[config.mk]
export PLATFORM = sky130hd
export DESIGN_NAME = adc_seq_ctrl
export DESIGN_NICKNAME = d
export VERILOG_FILES = /design/src/adc_pkg.sv /design/src/adc_seq_ctrl.sv
export SDC_FILE = /design/constraint.sdc
export NUM_CORES = 1
export LEC_CHECK = 0
export ABC_AREA = 1
export BUFFER_PORTS_ARGS = -buffer_cell sky130_fd_sc_hd__buf_2
export CORE_UTILIZATION = 59
export CTS_BUF_LIST = sky130_fd_sc_hd__clkbuf_4
export DETAILED_ROUTE_END_ITERATION = 16
export GPL_TIMING_DRIVEN = 0
export HOLD_SLACK_MARGIN = 0.06
export PLACE_DENSITY = 0.85
export SYNTH_ARGS = -nofsm -noshare
export SYNTH_HDL_FRONTEND = slang
export SYNTH_SLANG_ARGS = --single-unit
[constraint.sdc]
create_clock -name clk_sys -period 2.65 [get_ports clk_sys]
set_clock_uncertainty 0.2 [all_clocks]
set_input_delay 0.265 -clock clk_sys [delete_from_list [all_inputs] [get_ports clk_sys]]
set_output_delay 0.265 -clock clk_sys [all_outputs]
set_load 0.01 [all_outputs]
[src/adc_pkg.sv]
package adc_pkg;

  // bus map (byte addresses)
  localparam logic [4:0] ADC_OFF_CTRL   = 5'h00;
  localparam logic [4:0] ADC_OFF_STATUS = 5'h04;
  localparam logic [4:0] ADC_OFF_CMD    = 5'h08;
  localparam logic [4:0] ADC_OFF_RESULT = 5'h0C;
  localparam logic [4:0] ADC_OFF_PINS   = 5'h10;

  // control register fields
  localparam int ADC_CTRL_PU    = 0;
  localparam int ADC_CTRL_CONT  = 1;
  localparam int ADC_CTRL_RES10 = 2;
  localparam int ADC_CTRL_JL    = 3;
  localparam int ADC_CTRL_JH    = 4;
  localparam int ADC_CTRL_IE    = 5;
  localparam int ADC_CTRL_CHL   = 8;
  localparam int ADC_CTRL_CHH   = 10;

  // status register fields
  localparam int ADC_ST_DONE   = 0;
  localparam int ADC_ST_BUSY   = 1;
  localparam int ADC_ST_ACTIVE = 2;

  // command register fields
  localparam int ADC_CMD_GO   = 0;
  localparam int ADC_CMD_HALT = 1;

  // result placement codes
  localparam logic [1:0] ADC_JUST_LEFT   = 2'h0;
  localparam logic [1:0] ADC_JUST_SIGNED = 2'h1;
  localparam logic [1:0] ADC_JUST_RIGHT  = 2'h2;

  // reset values
  localparam logic [31:0] ADC_CTRL_RST = 32'h0000_0000;
  localparam logic [7:0]  ADC_PINS_RST = 8'h00;

  // timing
  localparam int ADC_CLK_HZ       = 100_000_000;
  localparam int ADC_CONV_HZ      = 2_000_000;
  localparam int ADC_CONV_TIME_NS = 14_000;
  localparam int ADC_DIV_CYC      = ADC_CLK_HZ / ADC_CONV_HZ;
  localparam int ADC_CONV_TICKS   =
    ADC_CONV_TIME_NS / (1_000_000_000 / ADC_CONV_HZ);

  typedef enum logic [0:0] {
    ADC_IDLE,
    ADC_CONV
  } adc_state_e;

  typedef struct packed {
    logic        ack;
    logic [31:0] rdata;
    logic        pu;
    logic        cont;
    logic        res10;
    logic [1:0]  just;
    logic        ie;
    logic [2:0]  chan;
    logic [7:0]  pin_an;
    logic        flag;
    logic [15:0] result;
    adc_state_e  st;
    logic [5:0]  div;
    logic [4:0]  ticks;
    logic        clk_o;
    logic        start_o;
    logic [9:0]  sync1;
    logic [9:0]  sync2;
  } adc_state_s;

endpackage

[src/adc_seq_ctrl.sv]
`timescale 1ns/1ns
module adc_seq_ctrl
  import adc_pkg::*;
(
  // clock and reset
  input  wire logic        clk_sys,
  input  wire logic        rstn,
  // avalon-mm slave
  input  wire logic [4:0]  avs_address,
  input  wire logic        avs_read,
  input  wire logic        avs_write,
  input  wire logic [31:0] avs_writedata,
  input  wire logic [3:0]  avs_byteenable,
  output logic      [31:0] avs_readdata,
  output logic             avs_waitrequest,
  // system power state
  input  wire logic        stop_mode,
  // analog core
  input  wire logic [9:0]  adc_raw,
  output logic             ana_pwr_on,
  output logic             conv_clk,
  output logic             conv_start,
  output logic      [2:0]  chan_sel,
  output logic      [7:0]  pin_analog_en,
  // completion
  output logic             conv_irq
);

  adc_state_s s_r;
  adc_state_s s_nxt;

  logic        req;
  logic        wr_acc;
  logic        active;
  logic        tick;
  logic [31:0] wword;

  function automatic logic [31:0] merge_bytes(
    input logic [31:0] old,
    input logic [31:0] wd,
    input logic [3:0]  be
  );
    logic [31:0] m;
    m = old;
    for (int i = 0; i < 4; i++) begin
      if (be[i]) begin
        m[i*8 +: 8] = wd[i*8 +: 8];
      end
    end
    return m;
  endfunction

  function automatic logic [31:0] ctrl_word(input adc_state_s s);
    logic [31:0] w;
    w = 32'h0000_0000;
    w[ADC_CTRL_PU]    = s.pu;
    w[ADC_CTRL_CONT]  = s.cont;
    w[ADC_CTRL_RES10] = s.res10;
    w[ADC_CTRL_JH:ADC_CTRL_JL]   = s.just;
    w[ADC_CTRL_IE]    = s.ie;
    w[ADC_CTRL_CHH:ADC_CTRL_CHL] = s.chan;
    return w;
  endfunction

  function automatic logic [31:0] status_word(
    input adc_state_s s,
    input logic       act
  );
    logic [31:0] w;
    w = 32'h0000_0000;
    w[ADC_ST_DONE]   = s.flag;
    w[ADC_ST_BUSY]   = (s.st == ADC_CONV);
    w[ADC_ST_ACTIVE] = act;
    return w;
  endfunction

  function automatic logic [15:0] place_result(
    input logic [9:0] raw,
    input logic       res10,
    input logic [1:0] just
  );
    logic [15:0] left;
    logic [15:0] r;
    left = res10 ? {raw, 6'h00} : {raw[9:2], 8'h00};
    unique case (just)
      ADC_JUST_RIGHT:  r = res10 ? {6'h00, raw} : {8'h00, raw[9:2]};
      ADC_JUST_SIGNED: r = {~left[15], left[14:0]};
      default:         r = left;
    endcase
    return r;
  endfunction

  assign req    = avs_read | avs_write;
  assign wr_acc = avs_write & s_r.ack;
  assign wword  = merge_bytes(ctrl_word(s_r), avs_writedata, avs_byteenable);
  // stop resumes only with power-up held
  assign active = s_r.pu & ~stop_mode;
  assign tick   = active && (s_r.div == 6'(ADC_DIV_CYC - 1));

  always_comb begin
    s_nxt         = s_r;
    s_nxt.start_o = 1'b0;
    s_nxt.sync1   = adc_raw;
    s_nxt.sync2   = s_r.sync1;
    // one wait state per access
    s_nxt.ack     = req & ~s_r.ack;

    // bus served in any power state
    if (req && !s_r.ack) begin
      unique case (avs_address)
        ADC_OFF_CTRL:   s_nxt.rdata = ctrl_word(s_r);
        ADC_OFF_STATUS: s_nxt.rdata = status_word(s_r, active);
        ADC_OFF_RESULT: s_nxt.rdata = {16'h0000, s_r.result};
        ADC_OFF_PINS:   s_nxt.rdata = {24'h00_0000, s_r.pin_an};
        default:        s_nxt.rdata = 32'h0000_0000;
      endcase
    end

    if (wr_acc) begin
      unique case (avs_address)
        ADC_OFF_CTRL: begin
          s_nxt.pu    = wword[ADC_CTRL_PU];
          s_nxt.cont  = wword[ADC_CTRL_CONT];
          s_nxt.res10 = wword[ADC_CTRL_RES10];
          s_nxt.just  = wword[ADC_CTRL_JH:ADC_CTRL_JL];
          s_nxt.ie    = wword[ADC_CTRL_IE];
          s_nxt.chan  = wword[ADC_CTRL_CHH:ADC_CTRL_CHL];
        end
        ADC_OFF_STATUS: begin
          if (avs_byteenable[0] && avs_writedata[ADC_ST_DONE]) begin
            s_nxt.flag = 1'b0;
          end
        end
        ADC_OFF_CMD: begin
          if (avs_byteenable[0]) begin
            if (avs_writedata[ADC_CMD_HALT]) begin
              s_nxt.st = ADC_IDLE;
            end else if (avs_writedata[ADC_CMD_GO] && active) begin
              s_nxt.st      = ADC_CONV;
              s_nxt.div     = 6'h00;
              s_nxt.ticks   = 5'h00;
              s_nxt.start_o = 1'b1;
            end
          end
        end
        ADC_OFF_PINS: begin
          if (avs_byteenable[0]) begin
            s_nxt.pin_an = avs_writedata[7:0];
          end
        end
        default: begin
        end
      endcase
    end

    if (!active) begin
      s_nxt.st      = ADC_IDLE;
      s_nxt.div     = 6'h00;
      s_nxt.ticks   = 5'h00;
      s_nxt.clk_o   = 1'b0;
      s_nxt.start_o = 1'b0;
    end else if (!s_nxt.start_o) begin
      s_nxt.div   = tick ? 6'h00 : s_r.div + 6'h01;
      s_nxt.clk_o = (s_nxt.div < 6'(ADC_DIV_CYC / 2));
      if (s_r.st == ADC_CONV && s_nxt.st == ADC_CONV && tick) begin
        if (s_r.ticks == 5'(ADC_CONV_TICKS - 1)) begin
          s_nxt.result = place_result(s_r.sync2, s_r.res10, s_r.just);
          s_nxt.flag   = 1'b1;
          s_nxt.ticks  = 5'h00;
          if (s_r.cont) begin
            s_nxt.start_o = 1'b1;
          end else begin
            s_nxt.st = ADC_IDLE;
          end
        end else begin
          s_nxt.ticks = s_r.ticks + 5'h01;
        end
      end
    end else begin
      s_nxt.clk_o = 1'b1;
    end
  end

  always_ff @(posedge clk_sys) begin
    if (!rstn) begin
      s_r        <= '0;
      s_r.pu     <= ADC_CTRL_RST[ADC_CTRL_PU];
      s_r.pin_an <= ADC_PINS_RST;
      s_r.st     <= ADC_IDLE;
    end else begin
      s_r <= s_nxt;
    end
  end

  assign avs_readdata    = s_r.rdata;
  assign avs_waitrequest = req & ~s_r.ack;
  assign ana_pwr_on      = s_r.pu & ~stop_mode;
  assign conv_clk        = s_r.clk_o;
  assign conv_start      = s_r.start_o;
  assign chan_sel        = s_r.chan;
  assign pin_analog_en   = s_r.pin_an;
  assign conv_irq        = s_r.flag & s_r.ie;

endmodule

# Word-level counts from Yosys, hierarchy flattened
# Index checks and enable logic that the tools add are counted.
# Widths: inputs -> output; s select.
[word_totals] output_inout_bits=48 regBits=101
[op_classes] addsub=2 magnitude_cmp=1 n_eq_ne=13 mux=31 bitwise_logic=9 n_reduce_logical=14
[op_table] operator="$pmux 16 s4" count=1
[op_table] operator="$mux 12" count=4
[op_table] operator="$mux 18" count=2
[op_table] operator="$pmux 16 s2" count=1
[op_table] operator="$mux 29" count=1
[op_table] operator="$mux 17" count=1
[op_table] operator="$mux 1" count=15
[op_table] operator="$mux 11" count=1
[op_table] operator="$eq 5x4->1 const B" count=2
[op_table] operator="$eq 5x5->1 const B" count=2
[op_table] operator="$mux 10" count=1
[op_table] operator="$mux 5" count=2
[op_table] operator="$ne 2x2->1 const B" count=5
[op_table] operator="$reduce_and 3->1" count=3
[op_table] operator="$mux 8" count=1
[op_table] operator="$add 6x1->6 const B" count=1
[op_table] operator="$eq 6x6->1 const B" count=1
[op_table] operator="$logic_and 1x1->1" count=6
[op_table] operator="$lt 6x5->1 const B" count=1
[op_table] operator="$mux 6" count=1
[op_table] operator="$add 5x1->5 const B" count=1
[op_table] operator="$eq 5x3->1 const B" count=1
[op_table] operator="$logic_not 5->1" count=1
[op_table] operator="$reduce_and 5->1" count=1
[op_table] operator="8 further kinds" count=14

# Longest topological paths before layout
# Gate-level depths: netlist of run 1.
[depth] word_depth=13 depth_mapped=11 mapped_depth_nobuf=11

# Least setup slack after synthesis of run 1
# No wires, ideal clock.
[synth_timing] path_kind="reg-to-reg" start="register s_r[63] (netlist bit)" end="register s_r[40] (netlist bit)" path_stages_with_launch=11 setup_slack_ps=921 required_time_ps=2338 arrival_ps=1418 setup_ps=112 period_less_slack_ps=1729 n_path_buf=0 cell_sequence="dfxtp_1 -> inv_1 -> ha_1 -> nor2_1 -> inv_1 -> nand3_1 -> o21ai_0 -> inv_1 -> nand4_1 -> nand2_1 -> nor2_1"
[synth_between] elab_chain_len=2 word_cells_on_any_way=3 classes_between="2 x eq/ne; 1 x mux"
[synth_rtl] item="start: declaration" line_no="adc_seq_ctrl.sv:29" text="adc_state_s s_r;"
[synth_rtl] item="start signal: assignment" line_no="adc_seq_ctrl.sv:191" text="s_r <= s_nxt;"
[synth_rtl] item="$eq 2x1->1 or $eq 2x2->1 (tied branches)" line_no="adc_seq_ctrl.sv:85" text="unique case (just)"
[synth_rtl] item="$pmux 16 s2 (*)" line_no="adc_seq_ctrl.sv:85"
# Every way passes the cells marked *; elsewhere a longest branch is shown, timed or not.
# A chain may end at the register's enable or synchronous reset.

==> results.py, run 1 <==
metrics = {
    "timing": {
        "fin_crit_sh_pct": 86.7,
        "max_freq_ghz": 0.435,
        "final_max_slew_viol_count": 0,
        "fin_tns_setup_ns": 0,
        "finalSetupViolCount": 0,
        "worst_slew_pin_slew_ns": 0.536,
        "fin_crit_ns": 2.30,
        "hold_viol_final": 0,
        "fin_ws_ns": 0.352,
        "rsz0062_at_grt": "false",
        "relSlewSlack_pct": 64.3,
    },
    "finish": {
        "multiInputGateArea_um2": 1780,
        "fillerInstances": 517,
        "drive_above_1_share_pct": 22.8,
        "fin_area_um2": 4990,
        "final_cell_mix": "nand2_1 (134), dfxtp_1 (85), inv_1 (69)",
        "syn_to_final_growth_pct": 21.2,
        "diodes": 0,
        "regArea_um2": 1700,
        "final_common_cell": "nand2_1",
        "final_core_utilization_pct": 73.8,
        "nNetsFinal": 754,
    },
    "synth": {
        "synthFlopType": "dfxtp_1",
        "synth_edf_count": 0,
        "synth_area_um2": 4120,
        "ys_ff_latch": 85,
        "ys_types": 32,
        "synth_top_area_cell": "dfxtp_1",
        "ys_top_cells_by_area": "dfxtp_1 (41%), nand2_1 (12%), buf_4 (8.2%)",
        "synth_top_area_share_pct": 41.3,
        "seq_area_frac_synth_pct": 41.3,
        "async_flop_share_pct": 0,
        "syn_inst": 579,
        "ys_warn_count": 0,
        "avgSynthCellArea_um2": 7.11,
    },
    "floorplanning": {
        "dieArea_um2": 7310,
        "rows": 30,
        "initial_utilization_pct": 60.9,
        "ios": 104,
        "fp.dieH_um": 85.5,
        "coreArea_um2": 6760,
        "die_w_um": 85.5,
    },
    "drt": {
        "drc": 0,
        "drtIter0Drc": 271,
        "routedWlPerCell_um": 11.6,
        "firstDrtPassIters": 5,
        "antenna_left": 0,
        "via_per_inst": 4.97,
        "dr_total_vias": 3863,
        "wl_mm": 8.98,
    },
    "clocking": {
        "clock-sinks": 85,
        "post_cts_resized": 0,
        "cts_tree": "done",
        "cts_buffers": 9,
        "insertion_delay_ns": 0.44,
        "clkTransAtPathRegs_ns": 0.14,
        "cts.htree.levels": 3,
        "clockBufferDepth": 2,
        "clockRootBuffer": "clkbuf_4",
    },
    "pwr": {
        "power_w": 0.00232,
        "vdd_drop_max_v": 0.000340,
        "powerDensity_nw_per_um2": 465,
        "power_leakage_nw": 2.41,
    },
    "placement": {
        "numPortBuffers": 64,
        "dp_slack_ns": 0.699,
        "placed_area_um2": 4590,
        "place.gp.congestion": 0.910,
        "hpwl_mm": 6.58,
    },
    "critical_path": {
        "crit_required_ns": 2.85,
        "critPathLaunchType": "input port",
        "critical_path_class": "in2reg",
        "end_kind": "flop",
        "cp_max_fo": 10,
        "cp.arrival_ns": 2.50,
    },
    "grt": {
        "busiest_layer": "met2",
        "use_met3_pct": 4.33,
        "grt_pass1_vias": 3644,
        "grt_max_degree": 15,
        "grt_overflow_total": 0,
        "grt_usage_pct": 26.3,
        "antenna_found_initial": 0,
        "grt_pass1_wl_mm": 15.3,
        "grt_use_met1_pct": 30.2,
        "grt_use_met2_pct": 46.3,
    },
    "min_path": {
        "hold_class": "in2reg",
    },
    "status": {
        "outcome": "complete, no violations",
    },
    "flow_run": {
        "maxCapViolCount": 0,
    },
}
## Yosys cell counts, types with 2 or more instances
cell type and count:
inv_2 4, nand2_1 134, inv_1 69, o21ai_0 36, nand3_1 21, or2_2 3, nand2_2 3, o211ai_1 4
nor2_1 66, buf_2 4, dfxtp_1 85, clkbuf_1 9, buf_1 2, clkinv_1 2, nor2_2 10, o21bai_1 2
ha_1 5, a31oi_1 2, nor2_4 6, a21oi_1 38, nand4_1 17, o21ai_1 3, buf_4 45
## power by group
group | total, W | internal, W | switching [W]
Combinational | 0.000195 | 0.0000893 | 0.000106
Sequential | 0.00131 | 0.00130 | 0.00000884
Clock | 0.000816 | 0.000379 | 0.000437
## worst paths after layout
check                          from     endpoint  slack (ns)  cells after the start
setup / recovery               rstn  chan_sel[0]        0.35                      7
hold / removal    avs_byteenable[1]  chan_sel[1]        0.08                      3
setup reg to reg            s_r[63]      s_r[40]        0.66                     10
hold reg to reg            s_nxt[8]       s_r[8]        0.21                      2
## registers in the layout, summed over array words and instances (netlist names)
signal         cells
conv_start         1
avs_readdata      16
chan_sel           3
s_r               46
pin_analog_en      8
s_nxt             10
conv_clk           1
## metal layers
metal / vias up / routed length, µm
li1: 1989 / -
met4: 0 / 317
met1: 1682 / 3730
met2: 164 / 4380
met3: 28 / 556
met5: - / 0
## layout make-up
class                   instances  area share, %
multi-input cells             373           35.6
flip-flops and latches         85           34.1
repair buffers                 88           11.2
plain buffers                  61           8.23
inverters                      75           5.64
well taps                      80           2.01
clock inverters                 6           1.76
clock buffers                   9           1.35
## through the flow
stage                     instances  hold WS (ns)
final                           777        0.0758
after global routing            777        0.0885
after CTS                       777        0.0602
after detailed placement        738         0.195
after global placement          738         0.196
after floorplan                 594         0.163
## logic make-up (layout without fill, tap and decap cells)
kind of cell / after synthesis / count (layout) / share of synthesized area [%]
AO/OA/AOI/OAI: 87 / 87 / 11.1
XOR/XNOR: 1 / 1 / 0.213
adder cells (fa/ha/maj): 5 / 5 / 1.52
buffers and inverters: 136 / 239 / 16.8
flip-flops: 85 / 85 / 41.3
other: 1 / 16 / 0.0911
AND/OR/NAND/NOR: 264 / 264 / 28.9
## what timing repair did
action,4_1_cts,5_1_grt
hold buffers,24,0
hold endpoints to repair,33,0
buffers inserted,0,0
## worst max-delay path, cell delays in order
cell	delay (ns)
dlygate4sd3_1	0.53
buf_2	0.11
clkbuf_1	0.34
clkbuf_1	0.39
o21ai_0	0.16
a21oi_1	0.13
dlygate4sd3_1	0.56
Note: power is estimated with default switching activity, not from simulation.
==> run 2, diff against run 1 <==
ABC_AREA = 0   (was 1)
CORE_UTILIZATION = 35   (was 59)
PLACE_DENSITY = 0.55   (was 0.85)
clock period = 2.27 ns   (was 2.65 ns; I/O delays follow)
==> run 2 against run 1 <==
Net effect: setup slack worse by 0.28 ns; cell count is 11% lower; clock power is 24% higher; critical path depth is 3 higher; largest cell class unchanged; highest routed layer unchanged.
==> results.py, run 2 <==
metrics = {
    "status": {
        "outcome": "complete, no violations",
    },
    "finish": {
        "diodes": 0,
        "largest_register": "s_r",
        "final_common_cell": "dfxtp_1",
        "syn_to_final_growth_pct": 25.4,
        "nNetsFinal": 610,
        "drive_above_1_share_pct": 26.8,
        "largest_reg_flops": 46,
        "final_cell_mix": "dfxtp_1 (85), buf_2 (64), nand2_1 (46)",
    },
    "drt": {
        "dr_total_vias": 3212,
        "routedWlPerCell_um": 13.1,
        "wl_mm": 9.05,
        "antenna_left": 0,
        "via_per_inst": 4.63,
        "firstDrtPassIters": 5,
        "drtIter0Drc": 183,
        "drc": 0,
    },
    "synth": {
        "async_flop_share_pct": 0,
        "ys_warn_count": 0,
        "synth_area_um2": 3970,
        "ys_ff_latch": 85,
        "synth_common_cells": "dfxtp_1 (85), nand2_1 (46), buf_4 (43), and2_1 (24), mux2i_1 (24)",
        "avgSynthCellArea_um2": 9.17,
        "synth_most_common_cell": "dfxtp_1",
        "synthFlopType": "dfxtp_1",
        "synth_top_area_share_pct": 42.8,
        "ys_types": 56,
        "ys_top_cells_by_area": "dfxtp_1 (43%), buf_4 (8.1%), mux2i_1 (6.0%)",
        "synth_top_area_cell": "dfxtp_1",
        "synth_edf_count": 0,
        "syn_inst": 433,
        "seq_area_frac_synth_pct": 42.8,
    },
    "placement": {
        "hpwl_mm": 6.73,
        "dp_slack_ns": 0.0398,
        "numPortBuffers": 62,
        "place.gp.congestion": 0.839,
    },
    "timing": {
        "relSlewSlack_pct": 62.1,
        "fin_ws_ns": 0.0713,
        "fin_crit_sh_pct": 96.9,
        "fin_crit_ns": 2.20,
        "hold_viol_final": 0,
        "final_max_slew_viol_count": 0,
        "finalSetupViolCount": 0,
        "max_freq_ghz": 0.455,
        "rsz0062_at_grt": "false",
        "worst_slew_pin_slew_ns": 0.566,
        "fin_tns_setup_ns": 0,
    },
    "pwr": {
        "p_sw_share_pct": 24.1,
        "vdd_drop_max_v": 0.000304,
        "powerDensity_nw_per_um2": 546,
        "switchingPower_w": 0.000657,
        "power_leakage_nw": 2.12,
        "p_seq_share_pct": 55.9,
        "intPower_w": 0.00206,
        "pwr-share-comb_pct": 7.2,
        "p_clk_share_pct": 37.0,
    },
    "floorplanning": {
        "initial_utilization_pct": 36.3,
        "dieArea_um2": 11800,
        "die_w_um": 109,
        "rows": 38,
        "ios": 104,
        "fp.dieH_um": 109,
        "coreArea_um2": 10900,
    },
    "clocking": {
        "cts.htree.levels": 3,
        "cts_tree": "done",
        "cts_buffers": 9,
        "clockBufferDepth": 2,
        "clkTransAtPathRegs_ns": 0.14,
        "clockRootBuffer": "clkbuf_4",
        "insertion_delay_ns": 0.43,
        "clock-sinks": 85,
    },
    "grt": {
        "grt_usage_pct": 16.2,
        "grt_pass1_vias": 2967,
        "grt_overflow_total": 0,
        "grt_max_degree": 16,
        "grt_pass1_wl_mm": 14.5,
        "antenna_found_initial": 0,
    },
    "critical_path": {
        "end_kind": "flop",
        "cp_max_fo": 10,
        "cp.arrival_ns": 2.32,
        "crit_required_ns": 2.39,
        "critPathLaunchType": "input port",
        "critical_path_class": "in2reg",
    },
    "min_path": {
        "hold_class": "in2reg",
    },
    "flow_run": {
        "maxCapViolCount": 0,
    },
}
run 2: critical path: stages:
cell and delay [ns]:
dlygate4sd3_1 0.53, buf_2 0.16, or3b_4 0.41, nor4_4 0.27, buf_4 0.19, nor4_4 0.06
buf_6 0.16, buf_6 0.15, nand3_1 0.11, o21ai_2 0.05
run 2: repair_timing:
item | CTS | global route
hold buffers | 28 | 0
endpoints found under the setup margin | 0 | 13
buffers inserted | 0 | 2
gates resized for setup | 0 | 3
hold endpoints to repair | 30 | 0
run 2: final cells by class:
cell class	instances	area [µm²]
flip-flops and latches	85	1700
plain buffers	63	419
clock buffers	9	67.6
multi-input cells	289	1880
clock inverters	6	97.6
well taps	140	175
inverters	9	33.8
fillers	1090	5960
repair buffers	92	606
run 2: routing by layer:
| metal | global-route usage, % | wire, µm |
|---|---|---|
| met3 | 3.25 | 470 |
| met1 | 21.5 | 4270 |
| met5 | 0 | 0 |
| met4 | 6.37 | 220 |
| met2 | 25.8 | 4090 |
run 2: power groups by stage:
stage	sequential, W	combinational [W]	clock (W)
after global placement	0.00155	0.000162	0
after global routing	0.00152	0.000215	0.00111
after detailed placement	0.00155	0.000163	0
final	0.00152	0.000195	0.00101
after CTS	0.00152	0.000196	0.00104
after floorplan	0.00155	0.000100	0
run 2: cell families (layout without fill, tap and decap cells):
kind of cell             Yosys count  after routing  share of synthesized area [%]
buffers and inverters             74            179                           11.5
adder cells (fa/ha/maj)            5              5                           1.58
AO/OA/AOI/OAI                     72             72                           13.1
flip-flops                        85             85                           42.8
multiplexers                      28             28                           7.18
AND/OR/NAND/NOR                  164            164                           22.7
XOR/XNOR                           4              4                          0.882
other                              1             16                         0.0944
run 2: path summary, 6_finish.rpt:
kind	startpoint	to	slack, ns	cells after the start
setup / recovery	avs_writedata[1]	s_r[46]	0.07	10
hold reg to reg	s_nxt[2]	s_r[2]	0.25	1
hold / removal	rstn	s_r[100]	0.09	2
setup reg to reg	s_r[22]	s_r[46]	0.12	7
run 2: stage by stage:
| step | power (W) | instances | hold slack [ns] | utilization (%) | instance area, µm² |
|---|---|---|---|---|---|
| 6_report | 0.00272 | 693 | 0.0856 | 45.5 | 4980 |
| 5_1_grt | 0.00284 | 693 | 0.0723 | 45.5 | 4980 |
| 4_1_cts | 0.00275 | 693 | 0.0649 | 45.3 | 4960 |
| 3_5_place_dp | 0.00171 | 650 | 0.221 | 41.3 | 4510 |
| 3_3_place_gp | 0.00171 | 650 | 0.223 | 41.3 | 4510 |
| 2_1_floorplan | 0.00165 | 448 | 0.154 | - | 4030 |
